## config.mk

```make
export PLATFORM = sky130hd
export DESIGN_NAME = tsb_top
export DESIGN_NICKNAME = d
export VERILOG_FILES = /design/src/tsb_pkg.sv /design/src/tsb_cmd_if.sv /design/src/tsb_fanout.sv /design/src/tsb_top.sv
export VERILOG_INCLUDE_DIRS = /design/src
export SDC_FILE = /design/constraint.sdc
export NUM_CORES = 1
export LEC_CHECK = 0
export BUFFER_PORTS_ARGS = -buffer_cell sky130_fd_sc_hd__buf_2
export CELL_PAD_IN_SITES_DETAIL_PLACEMENT = 1
export CELL_PAD_IN_SITES_GLOBAL_PLACEMENT = 1
export CORE_AREA = 2 2 76 115
export DETAILED_ROUTE_END_ITERATION = 10
export DIE_AREA = 0 0 78 117
export PLACE_DENSITY = 0.82
export SLEW_MARGIN = 20
export SYNTH_ARGS = -nofsm -noshare
export SYNTH_HDL_FRONTEND = slang
export SYNTH_SLANG_ARGS = --single-unit
```

## constraint.sdc

```tcl
create_clock -name CLK -period 7 [get_ports CLK]
set_clock_uncertainty 0.05 [all_clocks]
set_input_delay 1.05 -clock CLK [delete_from_list [all_inputs] [get_ports CLK]]
set_output_delay 1.05 -clock CLK [all_outputs]
set_load 0.02 [all_outputs]
```

## src/tsb_regs.svh

```systemverilog
// Register offsets, field positions, reset values and timing counts.
`ifndef TSB_REGS_SVH
`define TSB_REGS_SVH
// ****************************************************************
// Register word offsets (byte addresses).
// ****************************************************************
`define TSB_OFF_CST 8'h00
`define TSB_OFF_BTE 8'h04
`define TSB_OFF_STAT 8'h08
// ****************************************************************
// Control/status fields.
// ****************************************************************
`define TSB_CST_ITM_LO 0
`define TSB_CST_ITM_HI 1
`define TSB_CST_SWT 2
`define TSB_CST_SSTEP 3
`define TSB_CST_MASK 16'h000F
`define TSB_CST_RST 16'h0000
`define TSB_BTE_RST 16'h0000
// ****************************************************************
// Command decode.
// ****************************************************************
`define TSB_CMD_WHI 4'h1
`define TSB_CMD_WLO 4'h2
`define TSB_CMD_CTRL 4'h3
`define TSB_CMD_BCAST 4'h4
`define TSB_CTRL_SWTRIG 4'hF
`define TSB_STEP_DLY_DEF 16'h0004
`endif

```

## src/tsb_pkg.sv

```systemverilog
// Types shared by the broadcast sequencer files.
package tsb_pkg;
  typedef enum logic [2:0] {
    TSB_IDLE = 3'h1,
    TSB_WAIT = 3'h2,
    TSB_DLY = 3'h4
  } tsb_state_t;
endpackage : tsb_pkg

```

## src/tsb_cmd_if.sv

```systemverilog
// Command strobe and enables from the sequencer core to its broadcast fan-out.
`timescale 1ns/10ps
interface tsb_cmd_if;
  logic fire;
  logic [15:0] enables;
  modport core (output fire, output enables);
  modport fan (input fire, input enables);
endinterface : tsb_cmd_if

```

## src/tsb_fanout.sv

```systemverilog
// Broadcast fan-out: turns one broadcast strobe into enabled trigger pulses.
`timescale 1ns/10ps
module tsb_fanout (
  // Clock and reset.
  input wire logic clk,
  input wire logic rst_n,
  // Command side.
  tsb_cmd_if.fan cmd,
  // Trigger outputs.
  output logic [15:0] trig_out
);
  logic [15:0] trig_r;
  logic [15:0] trig_nxt;

  genvar gi;
  generate
    for (gi = 0; gi < 16; gi = gi + 1) begin : g_bit
      always_comb begin
        trig_nxt[gi] = cmd.fire & cmd.enables[gi];
      end
    end
  endgenerate

  always_ff @(posedge clk or negedge rst_n) begin
    if (!rst_n) begin
      trig_r <= 16'h0000;
    end else begin
      trig_r <= trig_nxt;
    end
  end

  assign trig_out = trig_r;

  property p_bcast_pulse;
    @(posedge clk) disable iff (!rst_n)
      cmd.fire |=> (trig_out == $past(cmd.enables));
  endproperty
  a_bcast_pulse: assert property (p_bcast_pulse)
    else $error("Broadcast pulses do not match enables.");

  property p_no_pulse;
    @(posedge clk) disable iff (!rst_n)
      !cmd.fire |=> (trig_out == 16'h0000);
  endproperty
  a_no_pulse: assert property (p_no_pulse)
    else $error("Trigger pulse without broadcast.");
endmodule : tsb_fanout

```

## src/tsb_top.sv

```systemverilog
// Trigger sequencer wait-mode control and broadcast map with Wishbone slave.
`timescale 1ns/10ps
`include "tsb_regs.svh"
module tsb_top #(
  parameter logic [15:0] STEP_DELAY = `TSB_STEP_DLY_DEF
) (
  // Clock and reset.
  input wire logic CLK,
  input wire logic RSTN,
  // Wishbone slave.
  input wire logic WB_CYC_I,
  input wire logic WB_STB_I,
  input wire logic WB_WE_I,
  input wire logic [7:0] WB_ADR_I,
  input wire logic [3:0] WB_SEL_I,
  input wire logic [31:0] WB_DAT_I,
  output logic [31:0] WB_DAT_O,
  output logic WB_ACK_O,
  // Sequencer command from the decoder.
  input wire logic CMD_VALID,
  input wire logic [3:0] CMD_OP,
  input wire logic [3:0] CMD_OPTION,
  output logic CMD_READY,
  // Trigger input pin.
  input wire logic TRIG_IN,
  // Broadcast trigger outputs.
  output logic [15:0] BCAST_OUT
);
  logic [15:0] cst_r, cst_nxt, bte_r, bte_nxt;
  logic ack_r, ack_nxt;
  logic [31:0] dat_r, dat_nxt;
  logic [2:0] sync_r;
  logic lvl_r, lvl_nxt, tgt_r, tgt_nxt, hit, wr;
  logic [15:0] cnt_r, cnt_nxt;
  tsb_pkg::tsb_state_t st_r, st_nxt;
  tsb_cmd_if cmd_if ();

  // ****************************************************************
  // Register slave.
  // ****************************************************************
  // Registers answer one cycle after the request; ack drops next cycle.
  assign wr = WB_CYC_I & WB_STB_I & WB_WE_I & ~ack_r;
  always_comb begin
    cst_nxt = cst_r;
    bte_nxt = bte_r;
    ack_nxt = WB_CYC_I & WB_STB_I & ~ack_r;
    dat_nxt = 32'h0000_0000;
    if (wr && WB_ADR_I == `TSB_OFF_CST) begin
      if (WB_SEL_I[0]) begin
        cst_nxt = {8'h00, WB_DAT_I[7:0]} & `TSB_CST_MASK;
      end
    end
    if (wr && WB_ADR_I == `TSB_OFF_BTE) begin
      if (WB_SEL_I[0]) begin
        bte_nxt[7:0] = WB_DAT_I[7:0];
      end
      if (WB_SEL_I[1]) begin
        bte_nxt[15:8] = WB_DAT_I[15:8];
      end
    end
    unique case (WB_ADR_I)
      `TSB_OFF_CST: dat_nxt = {16'h0000, cst_r};
      `TSB_OFF_BTE: dat_nxt = {16'h0000, bte_r};
      `TSB_OFF_STAT: dat_nxt = {29'h0, st_r};
      default: dat_nxt = 32'h0000_0000;
    endcase
  end

  // ****************************************************************
  // Pin synchroniser and wait-for-input engine.
  // ****************************************************************
  // Level detect catches a level already present; edge detect needs a
  // transition, so a line parked at the target level never fires.
  always_comb begin
    lvl_nxt = (sync_r[2] == sync_r[1]) ? sync_r[1] : lvl_r;
    if (cst_r[`TSB_CST_ITM_HI]) begin
      hit = (lvl_r == tgt_r);
    end else begin
      hit = (lvl_r == tgt_r) && (lvl_nxt != lvl_r) ? 1'b0 :
            (lvl_nxt == tgt_r) && (lvl_nxt != lvl_r);
    end
  end

  always_comb begin
    st_nxt = st_r;
    cnt_nxt = cnt_r;
    tgt_nxt = tgt_r;
    CMD_READY = 1'b0;
    cmd_if.fire = 1'b0;
    cmd_if.enables = bte_r;
    unique case (st_r)
      tsb_pkg::TSB_IDLE: begin
        CMD_READY = 1'b1;
        if (CMD_VALID) begin
          // Only the two wait commands look at the wait mode.
          if (CMD_OP == `TSB_CMD_WHI || CMD_OP == `TSB_CMD_WLO) begin
            st_nxt = tsb_pkg::TSB_WAIT;
            tgt_nxt = (CMD_OP == `TSB_CMD_WHI);
          end else if (CMD_OP == `TSB_CMD_BCAST) begin
            cmd_if.fire = 1'b1;
          end else if (CMD_OP == `TSB_CMD_CTRL &&
                       CMD_OPTION == `TSB_CTRL_SWTRIG) begin
            cmd_if.fire = cst_r[`TSB_CST_SWT];
          end
        end
      end
      tsb_pkg::TSB_WAIT: begin
        if (hit) begin
          if (!cst_r[`TSB_CST_ITM_LO]) begin
            st_nxt = tsb_pkg::TSB_DLY;
            cnt_nxt = STEP_DELAY;
          end else begin
            st_nxt = tsb_pkg::TSB_IDLE;
          end
        end
      end
      tsb_pkg::TSB_DLY: begin
        cnt_nxt = cnt_r - 16'h0001;
        if (cnt_r <= 16'h0001) begin
          st_nxt = tsb_pkg::TSB_IDLE;
        end
      end
    endcase
  end

  always_ff @(posedge CLK or negedge RSTN) begin
    if (!RSTN) begin
      cst_r <= `TSB_CST_RST;
      bte_r <= `TSB_BTE_RST;
      ack_r <= 1'b0;
      dat_r <= 32'h0000_0000;
      sync_r <= 3'h0;
      lvl_r <= 1'b0;
      tgt_r <= 1'b0;
      cnt_r <= 16'h0000;
      st_r <= tsb_pkg::TSB_IDLE;
    end else begin
      cst_r <= cst_nxt;
      bte_r <= bte_nxt;
      ack_r <= ack_nxt;
      dat_r <= dat_nxt;
      sync_r <= {sync_r[1:0], TRIG_IN};
      lvl_r <= lvl_nxt;
      tgt_r <= tgt_nxt;
      cnt_r <= cnt_nxt;
      st_r <= st_nxt;
    end
  end

  assign WB_ACK_O = ack_r;
  assign WB_DAT_O = dat_r;

  tsb_fanout u_fan (
    .clk(CLK),
    .rst_n(RSTN),
    .cmd(cmd_if.fan),
    .trig_out(BCAST_OUT)
  );

  property p_skip_delay;
    @(posedge CLK) disable iff (!RSTN)
      (st_r == tsb_pkg::TSB_WAIT && hit && cst_r[`TSB_CST_ITM_LO])
        |=> (st_r == tsb_pkg::TSB_IDLE);
  endproperty
  a_skip_delay: assert property (p_skip_delay)
    else $error("Step delay not skipped.");

  property p_run_delay;
    @(posedge CLK) disable iff (!RSTN)
      (st_r == tsb_pkg::TSB_WAIT && hit && !cst_r[`TSB_CST_ITM_LO])
        |=> (st_r == tsb_pkg::TSB_DLY) && (cnt_r == STEP_DELAY);
  endproperty
  a_run_delay: assert property (p_run_delay)
    else $error("Step delay not started.");

  property p_other_cmd;
    @(posedge CLK) disable iff (!RSTN)
      (st_r == tsb_pkg::TSB_IDLE && CMD_VALID && CMD_OP != `TSB_CMD_WHI &&
       CMD_OP != `TSB_CMD_WLO) |=> (st_r == tsb_pkg::TSB_IDLE);
  endproperty
  a_other_cmd: assert property (p_other_cmd)
    else $error("Non-wait command entered wait.");

  property p_level;
    @(posedge CLK) disable iff (!RSTN)
      (st_r == tsb_pkg::TSB_WAIT && cst_r[`TSB_CST_ITM_HI] &&
       lvl_r == tgt_r) |=> (st_r != tsb_pkg::TSB_WAIT);
  endproperty
  a_level: assert property (p_level)
    else $error("Level detect missed.");

  property p_swtrig;
    @(posedge CLK) disable iff (!RSTN)
      (st_r == tsb_pkg::TSB_IDLE && CMD_VALID && CMD_OP == `TSB_CMD_CTRL &&
       !cst_r[`TSB_CST_SWT]) |=> (BCAST_OUT == 16'h0000);
  endproperty
  a_swtrig: assert property (p_swtrig)
    else $error("Software trigger fired while disabled.");

  property p_ack;
    @(posedge CLK) disable iff (!RSTN)
      (WB_CYC_I && WB_STB_I && !ack_r) |=> WB_ACK_O ##1 !WB_ACK_O;
  endproperty
  a_ack: assert property (p_ack)
    else $error("Bus ack timing wrong.");

  property p_bcast_map;
    @(posedge CLK) disable iff (!RSTN)
      (st_r == tsb_pkg::TSB_IDLE && CMD_VALID && CMD_OP == `TSB_CMD_BCAST)
        |=> (BCAST_OUT == $past(bte_r));
  endproperty
  a_bcast_map: assert property (p_bcast_map)
    else $error("Broadcast map does not follow enables.");
endmodule : tsb_top

```

==> summary.md <==
| Metric | Value |
|---|---|
| Core footprint | 8210 um2 |
| Die width | 78 um |
| Slowest cell on the critical path | and3_1 |
| Relative slew margins | 0.345 |
| CTS Sinks | 77 |
| Largest net degree at the start of global routing | 78 |
| CTS H-Tree Depth | 3 |
| Setup crit start kind | input port |
| Worst-Margin Slew | 0.976 ns |
| VDD IR max | 156 uV |
| WS Path Type | in2reg |
| Yosys reg bits | 77 |
| NumNets Final | 424 |
| # rows | 41 |
| IO buf count | 74 |
| Area Growth Syn to Fin | 20.3% |
| Ys async rst share | 1.00 |
| Post-Route WL | 8.05 mm |
| Full die area | 9130 um2 |
| Share of layout cells above drive strength 1 | 0.332 |
| Total track usage | 0.190 |
| Crit path capture type | flop |
| Overall Power | 1.11 mW |
| CP Max Fanout | 14 |
| Vias in the first global route | 2667 |
| Synth Cell Area | 3340 um2 |
| Avg Cell Area, Syn | 11.6 um2 |
| GR peak layer | met2 |
| Endpoints failing hold | 0 |
| Postcts setup bufs | 0 |
| Clock Path Buffers | 2 |
| Fmax | 365 MHz |
| Status | completed |
| Remaining routing DRC violations | 0 |
| CP arrival | 2.90 ns |
| Final Util | 0.489 |
| Crit path cell chain | buf_2, nor4_1, nand2_1, nor3b_1, buf_4, and3_1, mux2_2 |
| Final Critical Period | 2.74 ns |
| CTS tree | done |
| Final period utilization | 0.391 |
| Final setup vio count | 0 |
| Yosys warns | 0 |
| N_diodes | 0 |
| Routing usage on met3 | 0.0621 |
| Commonest cells after routing, fill and taps aside | 76 x dfrtp_1, 73 x buf_2, 20 x mux2_2, 19 x a21oi_1, 19 x and3_1 |
| Primary FF master, synth | dfrtp_1 |
| Hold_buf cts | 0 |
| Pre-CTS WS | 3.84 ns |
| Routed len/inst | 17.0 um |
| Static leakage | 2.10 nW |
| Synth Instances | 288 |
| Via/cell ratio | 5.18 |
| Clk slew on worst S/H paths | 0.06 ns |
| P per Cell Area | 277 nW/um2 |
| Post_cts resized | 0 |
| Share of the yosys chip area belonging to registers | 0.577 |
| Hpwl dp | 6.03 mm |
| Ports | 109 |
| Commonest non-fill, non-tap cell in the layout | dfrtp_1 |
| Total CTS buffers | 9 |
| Drt first pass iters | 4 |
| Max-cap violations | 0 |
| Number of synthesized flops with an enable pin | 0 |
| Unrepaired setup endpoints after global routing | no |
| Placer congestion estimate | 0.771 |
| Final setup TNS | 0 ns |
| Setup ws final | 4.26 ns |
| Die Ht | 117 um |
| Initial DRC count | 82 |
| Req. time, crit path | 7.16 ns |
| Number of routed nets with antenna violations | 0 |
| Initial Util | 0.407 |
| Hold Slack | 0.305 ns |
| Hold Path Class | reg2reg |
| Clock root cell | clkbuf_16 |
| Worst-Skew Late Latency | 0.33 ns |
| Fin. max-slew vios | 0 |
| Max stage delay on crit path | 0.45 ns |
| Initial antenna violation count | 0 |
| Gr ovfl total | 0 |
| First-pass GRT wire length | 13.0 mm |
| Met1 usage | 0.192 |
| Met2 Use GR | 0.366 |
| DR vias | 2453 |
| Post-synth cell types | 46 |
==> synth_stat cells, types with 4 or more instances <==
| cell | number | area (um2) |
|---|---|---|
| o21ai_0 | 12 | 60.1 |
| buf_4 | 16 | 120 |
| and2_1 | 14 | 87.6 |
| o31ai_1 | 6 | 45.0 |
| clkbuf_1 | 9 | 33.8 |
| nand2_1 | 11 | 41.3 |
| a21oi_1 | 19 | 95.1 |
| nor2_1 | 15 | 56.3 |
| nand4_1 | 4 | 25.0 |
| mux2_2 | 20 | 225 |
| mux2i_1 | 4 | 40.0 |
| or4_1 | 6 | 45.0 |
| or3_1 | 6 | 37.5 |
| and3_1 | 19 | 119 |
| dfrtp_1 | 76 | 1900 |
| nor3b_1 | 4 | 30.0 |
==> worst paths after layout <==
check / start / end / slack [ns] / cells after the start
min reg2reg: sync_r[0] / sync_r[1] / 0.30 / 0
max reg2reg: st_r[2] / cnt_r[15] / 4.34 / 5
max in group asynchronous: RSTN / cnt_r[0] / 5.47 / 1
min: sync_r[0] / sync_r[1] / 0.30 / 0
max: WB_ADR_I[5] / bte_r[15] / 4.26 / 7
min in group asynchronous: RSTN / cnt_r[3] / 0.81 / 1
==> worst max-delay path, delay by kind of cell <==
family	cells	cell delay, ns
multiplexers	1	0.39
buffers and inverters	2	0.31
AND/OR/NAND/NOR	4	1.13
==> logic make-up after synthesis <==
logic type | Yosys count | share of synthesized area
simple gates | 108 | 0.198
flops | 77 | 0.577
compound gates | 42 | 0.0723
buf+inv | 29 | 0.0509
mux | 24 | 0.0794
xor+xnor | 4 | 0.0105
fa+ha+maj | 3 | 0.0105
other cells | 1 | 0.00112
==> per-stage QoR <==
step / cell area (um2) / std cells
after global routing: 4020 / 474
after floorplan: 3400 / 303
after global placement: 3750 / 459
after detailed placement: 3750 / 459
final: 4020 / 474
after CTS: 4020 / 474
==> routing by layer <==
layer | part of all wire | up-vias
met2 | 0.58 | 51
li1 | - | 1151
met5 | 0 | -
met3 | 0.052 | 8
met1 | 0.36 | 1243
met4 | 0.010 | 0
==> layout make-up <==
class	instances	area, um2
fill	938	4190
tap	107	134
inverter	3	11.3
sequential	77	1930
clock inverter	6	40.0
multi-input combinational	197	1300
clock buffer	9	225
timing repair buffer	75	380
==> registers in the layout, indices dropped and copies added, names as in the netlist <==
| register | flops |
|---|---|
| WB_ACK_O | 1 |
| WB_DAT_O | 16 |
| bte_r | 16 |
| cnt_r | 16 |
| cst_r | 4 |
| lvl_r | 1 |
| st_r | 3 |
| sync_r | 3 |
| tgt_r | 1 |
| u_fan.trig_out | 16 |
==> power breakdown <==
group / internal, mW / total, mW / switching (mW)
combinational: 0.0719 / 0.176 / 0.104
sequential: 0.485 / 0.524 / 0.0395
clock: 0.237 / 0.413 / 0.175
Power figures use the tool's default switching activity.
